File: config.mk
export PLATFORM = sky130hd
export DESIGN_NAME = spm_host
export DESIGN_NICKNAME = d
export VERILOG_FILES = /design/src/hw/spm_pkg.sv /design/src/hw/spm_delay.sv /design/src/hw/spm_host.sv
export SDC_FILE = /design/constraint.sdc
export NUM_CORES = 1
export LEC_CHECK = 0
export BUFFER_PORTS_ARGS = -buffer_cell sky130_fd_sc_hd__buf_4
export CAP_MARGIN = 15
export CORE_ASPECT_RATIO = 0.8
export CORE_MARGIN = 2
export CORE_UTILIZATION = 39
export CTS_BUF_LIST = sky130_fd_sc_hd__clkbuf_16
export CTS_CLUSTER_SIZE = 40
export DETAILED_ROUTE_END_ITERATION = 10
export MAX_ROUTING_LAYER = met4
export SYNTH_ARGS = -nofsm -noshare
export SYNTH_HDL_FRONTEND = slang
export SYNTH_SLANG_ARGS = --single-unit
File: constraint.sdc
create_clock -name CLK_IN -period 2.82 [get_ports CLK_IN]
set_clock_uncertainty 0.1 [all_clocks]
set_input_delay 0.564 -clock CLK_IN [delete_from_list [all_inputs] [get_ports CLK_IN]]
set_output_delay 0.564 -clock CLK_IN [all_outputs]
set_load 0.05 [all_outputs]
File: src/hw/spm_pkg.sv
// package: constants and types for the scratch pad bit memory host controller
package spm_pkg;
    // clock and timing
    localparam int CLK_PERIOD_NS   = 25;
    localparam int WRITE_PULSE_NS  = 25;
    localparam int WRITE_RECOV_NS  = 40;
    localparam int SENSE_DELAY_NS  = 25;
    localparam int WRITE_PULSE_CYC = (WRITE_PULSE_NS + CLK_PERIOD_NS - 1) / CLK_PERIOD_NS;
    localparam int WRITE_RECOV_CYC = (WRITE_RECOV_NS + CLK_PERIOD_NS - 1) / CLK_PERIOD_NS;
    localparam int SENSE_DELAY_CYC = (SENSE_DELAY_NS + CLK_PERIOD_NS - 1) / CLK_PERIOD_NS;
    // sense rails reach the logic two edges late through the synchroniser
    localparam int SYNC_CYC        = 2;
    localparam int CNT_W           = 4;
    localparam logic [CNT_W-1:0] CNT_ZERO = 4'h0;
    localparam logic [CNT_W-1:0] CNT_ONE  = 4'h1;

    // matrix geometry
    localparam int LINES  = 4;
    localparam int ADDR_W = 4;

    // pin group driven toward the memory cell
    typedef struct packed {
        logic [LINES-1:0] x_sel;
        logic [LINES-1:0] y_sel;
        logic             write_one;
        logic             write_zero;
    } spm_pins_t;

    localparam spm_pins_t PINS_IDLE = '0;

    typedef enum logic [5:0] {
        ST_IDLE   = 6'h01,
        ST_SELECT = 6'h02,
        ST_WPULSE = 6'h04,
        ST_WRECOV = 6'h08,
        ST_SENSE  = 6'h10,
        ST_DONE   = 6'h20
    } spm_state_t;
endpackage

File: src/hw/spm_delay.sv
// delay counter: counts a loaded number of cycles and flags expiry
`timescale 1ns/10ps
module spm_delay
    import spm_pkg::*;
(
    // clock and reset
    input  wire logic             clk_in,
    input  wire logic             reset_n_in,
    // control
    input  wire logic             load_in,
    input  wire logic [CNT_W-1:0] count_in,
    // status
    output logic                  expired_out
);
    logic [CNT_W-1:0] cnt_q;

    always_ff @(posedge clk_in) begin
        if (!reset_n_in) begin
            cnt_q <= CNT_ZERO;
        end else if (load_in) begin
            cnt_q <= count_in;
        end else if (cnt_q != CNT_ZERO) begin
            cnt_q <= cnt_q - CNT_ONE;
        end
    end

    // a load of n flags the n-th cycle after it; the flag must not look at load_in,
    // because the sequencer loads on the flag itself
    assign expired_out = (cnt_q == CNT_ONE);
endmodule

File: src/hw/spm_host.sv
// host controller driving a 16 x 1 scratch pad memory cell through its pins
// Behaviour
// - one X plus one Y line addresses one bit
// - all selects and writes low before access
// - write-one held at least 25 ns
// - write ended by returning input low
// - wait 40 ns recovery before sampling
// - full access cycle under 100 ns; a write here holds its selects for 4 cycles = 100 ns
`timescale 1ns/10ps
module spm_host
    import spm_pkg::*;
(
    // clock and reset
    input  wire logic              CLK_IN,
    input  wire logic              RESET_N_IN,
    // request side
    input  wire logic              REQ_VALID_IN,
    input  wire logic              REQ_WRITE_IN,
    input  wire logic [ADDR_W-1:0] REQ_ADDR_IN,
    input  wire logic              REQ_DATA_IN,
    output logic                   REQ_READY_OUT,
    // answer side
    output logic                   RSP_VALID_OUT,
    output logic                   RSP_DATA_OUT,
    output logic                   RSP_ERROR_OUT,
    // memory cell pins
    output logic [LINES-1:0]       X_SEL_OUT,
    output logic [LINES-1:0]       Y_SEL_OUT,
    output logic                   WRITE_ONE_OUT,
    output logic                   WRITE_ZERO_OUT,
    input  wire logic              SENSE_ONE_N_IN,
    input  wire logic              SENSE_ZERO_N_IN
);
    // ------------------------------------------------------------
    // state and storage
    // ------------------------------------------------------------
    spm_state_t       state_q;
    spm_pins_t        pins_q;
    logic             is_write_q;
    logic             wdata_q;
    logic             rsp_data_q;
    logic             rsp_err_q;
    logic [1:0]       s1_sync_q;
    logic [1:0]       s0_sync_q;
    logic             dly_load;
    logic [CNT_W-1:0] dly_count;
    logic             dly_done;

    // ------------------------------------------------------------
    // sense input synchronisers
    // ------------------------------------------------------------
    // the rails are asynchronous pins, two flops before use
    always_ff @(posedge CLK_IN) begin
        if (!RESET_N_IN) begin
            s1_sync_q <= 2'h3;
            s0_sync_q <= 2'h3;
        end else begin
            s1_sync_q <= {s1_sync_q[0], SENSE_ONE_N_IN};
            s0_sync_q <= {s0_sync_q[0], SENSE_ZERO_N_IN};
        end
    end

    // ------------------------------------------------------------
    // timing counter
    // ------------------------------------------------------------
    spm_delay u_delay (
        .clk_in      (CLK_IN),
        .reset_n_in  (RESET_N_IN),
        .load_in     (dly_load),
        .count_in    (dly_count),
        .expired_out (dly_done)
    );

    always_comb begin
        dly_load  = 1'b0;
        dly_count = CNT_ZERO;
        unique case (state_q)
            ST_IDLE: begin
                dly_load  = REQ_VALID_IN;
                dly_count = CNT_ONE;
            end
            ST_SELECT: begin
                dly_load  = dly_done;
                // a read also waits out the two synchroniser flops, so the
                // rail level sampled has settled for the full sense delay
                if (is_write_q) begin
                    dly_count = CNT_W'(WRITE_PULSE_CYC);
                end else begin
                    dly_count = CNT_W'(SENSE_DELAY_CYC + SYNC_CYC - 1);
                end
            end
            ST_WPULSE: begin
                dly_load  = dly_done;
                dly_count = CNT_W'(WRITE_RECOV_CYC);
            end
            ST_WRECOV, ST_SENSE, ST_DONE: begin
                dly_load  = 1'b0;
                dly_count = CNT_ZERO;
            end
        endcase
    end

    // ------------------------------------------------------------
    // access sequencer
    // ------------------------------------------------------------
    // a read is select, sense delay, sample: 3 cycles = 75 ns
    always_ff @(posedge CLK_IN) begin
        if (!RESET_N_IN) begin
            state_q <= ST_IDLE;
        end else begin
            unique case (state_q)
                ST_IDLE: begin
                    if (REQ_VALID_IN) begin
                        state_q <= ST_SELECT;
                    end
                end
                ST_SELECT: begin
                    if (dly_done) begin
                        state_q <= is_write_q ? ST_WPULSE : ST_SENSE;
                    end
                end
                ST_WPULSE: begin
                    if (dly_done) begin
                        state_q <= ST_WRECOV;
                    end
                end
                ST_WRECOV: begin
                    if (dly_done) begin
                        state_q <= ST_IDLE;
                    end
                end
                ST_SENSE: begin
                    if (dly_done) begin
                        state_q <= ST_DONE;
                    end
                end
                ST_DONE: begin
                    state_q <= ST_IDLE;
                end
            endcase
        end
    end

    always_ff @(posedge CLK_IN) begin
        if (!RESET_N_IN) begin
            is_write_q <= 1'b0;
            wdata_q    <= 1'b0;
        end else if (state_q == ST_IDLE && REQ_VALID_IN) begin
            is_write_q <= REQ_WRITE_IN;
            wdata_q    <= REQ_DATA_IN;
        end
    end

    // ------------------------------------------------------------
    // pin drive
    // ------------------------------------------------------------
    always_ff @(posedge CLK_IN) begin
        if (!RESET_N_IN) begin
            pins_q <= PINS_IDLE;
        end else begin
            unique case (state_q)
                ST_IDLE: begin
                    pins_q <= PINS_IDLE;
                    if (REQ_VALID_IN) begin
                        // one-hot on each axis selects exactly one bit
                        pins_q.x_sel <= LINES'(1) << REQ_ADDR_IN[1:0];
                        pins_q.y_sel <= LINES'(1) << REQ_ADDR_IN[3:2];
                    end
                end
                ST_SELECT: if (dly_done && is_write_q) begin
                    pins_q.write_one  <= wdata_q;
                    pins_q.write_zero <= !wdata_q;
                end
                ST_WPULSE: if (dly_done) begin
                    pins_q.write_one  <= 1'b0;
                    pins_q.write_zero <= 1'b0;
                end
                ST_WRECOV: begin
                    // selects stay up through recovery: simple, but a write costs 4 cycles
                    if (dly_done) begin
                        pins_q <= PINS_IDLE;
                    end
                end
                ST_SENSE: begin
                    if (dly_done) begin
                        pins_q <= PINS_IDLE;
                    end
                end
                ST_DONE: begin
                    pins_q <= PINS_IDLE;
                end
            endcase
        end
    end

    // ------------------------------------------------------------
    // read answer
    // ------------------------------------------------------------
    // rails are only sampled after sense delay, never during a write
    always_ff @(posedge CLK_IN) begin
        if (!RESET_N_IN) begin
            rsp_data_q <= 1'b0;
            rsp_err_q  <= 1'b0;
        end else if (state_q == ST_SENSE && dly_done) begin
            rsp_data_q <= !s1_sync_q[1];
            rsp_err_q  <= (s1_sync_q[1] == s0_sync_q[1]);
        end
    end

    // ------------------------------------------------------------
    // outputs
    // ------------------------------------------------------------
    assign REQ_READY_OUT  = (state_q == ST_IDLE);
    assign RSP_VALID_OUT  = (state_q == ST_DONE);
    assign RSP_DATA_OUT   = rsp_data_q;
    assign RSP_ERROR_OUT  = rsp_err_q;
    assign X_SEL_OUT      = pins_q.x_sel;
    assign Y_SEL_OUT      = pins_q.y_sel;
    assign WRITE_ONE_OUT  = pins_q.write_one;
    assign WRITE_ZERO_OUT = pins_q.write_zero;
endmodule

==> flow_metrics.env <==
export IMPL_status="completed"
export IMPL_final_cell_mix="28 x dfxtp_1, 24 x buf_4, 11 x nand2_1"
export IMPL_io_pins=25
export IMPL_final_cells=215
export IMPL_drc=0
export IMPL_h_tree_depth=1
export IMPL_antenna_found_initial=0
export IMPL_cts_resized=0
export IMPL_core_area_sq_um=3450
export IMPL_final_max_slew_viol_count=0
export IMPL_period_minus_slack_ps=2210
export IMPL_share_comb_of_total_power_pct=31.2
export IMPL_area_growth_pct=20.1
export IMPL_antenna_left=0
export IMPL_syn_num_nets=169
export IMPL_rows=19
export IMPL_synth_edf_count=0
export IMPL_ys_warn_count=0
export IMPL_power_density_nw_per_um2=777
export IMPL_fillCellCount=316
export IMPL_setup_ws_ps=609
export IMPL_start_util_pct=40.9
export IMPL_synthArstFlopShare_pct=0
export IMPL_clk_pin_slew_worst_paths_ps=70
export IMPL_synth_area_per_cell_sq_um=9.09
export IMPL_grt_pass1_wl_um=5220
export IMPL_via_count=1180
export IMPL_place_congestion=0.854
export IMPL_ys_types=44
export IMPL_clockBufferDepth=2
export IMPL_dp_slack_ps=716
export IMPL_setup_viol_count_final=0
export IMPL_path_class="register to output port"
export IMPL_netlist_area_sq_um=1410
export IMPL_synthCells=155
export IMPL_die_height_um=57.8
export IMPL_setup_tns_ps=0
export IMPL_pwr_share_clk_pct=31.3
export IMPL_ys_ff_latch=28
export IMPL_insertion_delay_ps=260
export IMPL_via_per_inst=5.49
export IMPL_switchingPower_uw=409
export IMPL_portBuffers=24
export IMPL_ir_drop_v=0.000337
export IMPL_path_max_fanout=12
export IMPL_die_w_um=71.2
export IMPL_drive_gt1_share_pct=20.2
export IMPL_grtUsageTotal_pct=16.5
export IMPL_ys_seq_area_share_pct=39.8
export IMPL_final_common_cell="dfxtp_1"
export IMPL_whs_ps=316
export IMPL_diodes=0
export IMPL_worstMarginPinSlew_ps=543
export IMPL_initialDrtViolationCount=79
export IMPL_cp_start_kind="register"
export IMPL_power_switching_share_pct=31.1
export IMPL_root_buffer="clkbuf_16"
export IMPL_numCtsBuffers=3
export IMPL_dp_cells=211
export IMPL_critPathArrivalTime_ps=1550
export IMPL_maxCapViolations=0
export IMPL_slew_headroom_pct=63.7
export IMPL_drtPass1Iterations=4
export IMPL_fmax_mhz=452
export IMPL_min_period_over_period_pct=78.4
export IMPL_setup_worst_path_end_class="output port"
export IMPL_grt_pass1_vias=1114
export IMPL_finalHoldViolCount=0
export IMPL_grt_max_degree=20
export IMPL_p_leak_nw=0.707
export IMPL_cp_required_ps=2160
export IMPL_p_seq_share_pct=37.5
export IMPL_grt_overflow=0
export IMPL_synth_ff_type="dfxtp_1"
export IMPL_wl_per_cell_um=14.0
export IMPL_nets=188
export IMPL_hpwl_um=2330
export IMPL_cts_hold_buf=0
export IMPL_dieArea_sq_um=4110
export IMPL_clock_sinks=28
export IMPL_totalWireLength_um=3020
export IMPL_rsz0062_at_grt="no"
export IMPL_intPower_uw=905
export IMPL_hp_class="register to register"
export IMPL_post_cts_buffers=0
export IMPL_cts_tree="yes"
-- power groups by stage --
stage               sequential, mW  combinational (mW)  clock [mW]
finish                       0.493               0.410       0.412
CTS                          0.492               0.412       0.427
detailed placement           0.500               0.410           0
global route                 0.500               0.456       0.441
global placement             0.499               0.401           0
floorplan                    0.509               0.315           0
-- cells by family after synthesis --
kind of cell,after synthesis,synth area share [%]
fa+ha+maj,3,2.66
xor+xnor,8,4.97
mux,4,3.20
compound gates,31,18.4
simple gates,62,24.7
flops,28,39.8
buf+inv,19,6.31
-- synthesized netlist by cell type, types with 2 or more instances --
cell type	count	area [sq um]
nand2_1	11	41.3
xnor2_1	4	35.0
o211ai_1	2	15.0
ha_1	3	37.5
and2_1	2	12.5
dfxtp_1	28	561
mux2i_1	3	30.0
or3_1	2	12.5
nor3_1	8	40.0
o31ai_1	3	22.5
xor2_1	4	35.0
a32o_1	8	80.1
a21oi_1	4	20.0
nand2b_1	5	31.3
nor2_1	10	37.5
inv_1	9	33.8
nor2b_1	3	18.8
buf_2	5	25.0
o21ai_0	4	20.0
nand3b_1	3	22.5
nand3_1	9	45.0
clkbuf_1	3	11.3
-- path summary, 6_finish.rpt --
kind                            from                        end  slack, ps  depth (start not counted)
max          state_q[1]$_SDFFE_PN0P_              RSP_VALID_OUT        610                          3
min          s1_sync_q[0]$_SDFF_PN1_    s1_sync_q[1]$_SDFF_PN1_        320                          1
max reg2reg  state_q[4]$_SDFFE_PN0P_  Y_SEL_OUT[1]$_SDFFE_PN0P_        690                          5
min reg2reg  s1_sync_q[0]$_SDFF_PN1_    s1_sync_q[1]$_SDFF_PN1_        320                          1
-- sequential cells by signal (all words and copies together), names as in the netlist --
register        flops
Y_SEL_OUT           4
RSP_ERROR_OUT       1
WRITE_ZERO_OUT      1
s0_sync_q           2
wdata_q             1
u_delay.cnt_q       4
RSP_DATA_OUT        1
WRITE_ONE_OUT       1
s1_sync_q           2
is_write_q          1
state_q             6
X_SEL_OUT           4
-- critical path: stages (launching register included) --
cell     delay (ps)
dfxtp_1         440
nor3_1          410
and3_1          240
buf_4           200
-- metal layers --
metal	vias up	global-route usage [%]	routed length (um)
met5	-	-	0
met4	0	3.50	31
met3	4	4.17	193
met2	34	24.7	1380
met1	550	22.5	1410
li1	592	-	-
-- through the flow --
step                power, mW  utilization (%)  instance area, sq um
finish                   1.31             49.1                  1690
CTS                      1.33             49.1                  1690
detailed placement      0.910             46.0                  1590
global route             1.40             49.1                  1690
global placement        0.899             46.0                  1590
floorplan               0.823                -                  1410
-- final cells by class --
cell class / count / area (sq um) / area share [%]
multi-input combinational: 108 / 759 / 44.9
inverter: 9 / 33.8 / 2.00
timing repair buffer: 24 / 180 / 10.7
tap: 42 / 52.6 / 3.11
sequential: 28 / 561 / 33.1
clock buffer: 3 / 75.1 / 4.44
clock inverter: 1 / 30.0 / 1.78
No activity file was read; power rests on OpenSTA's default activity.
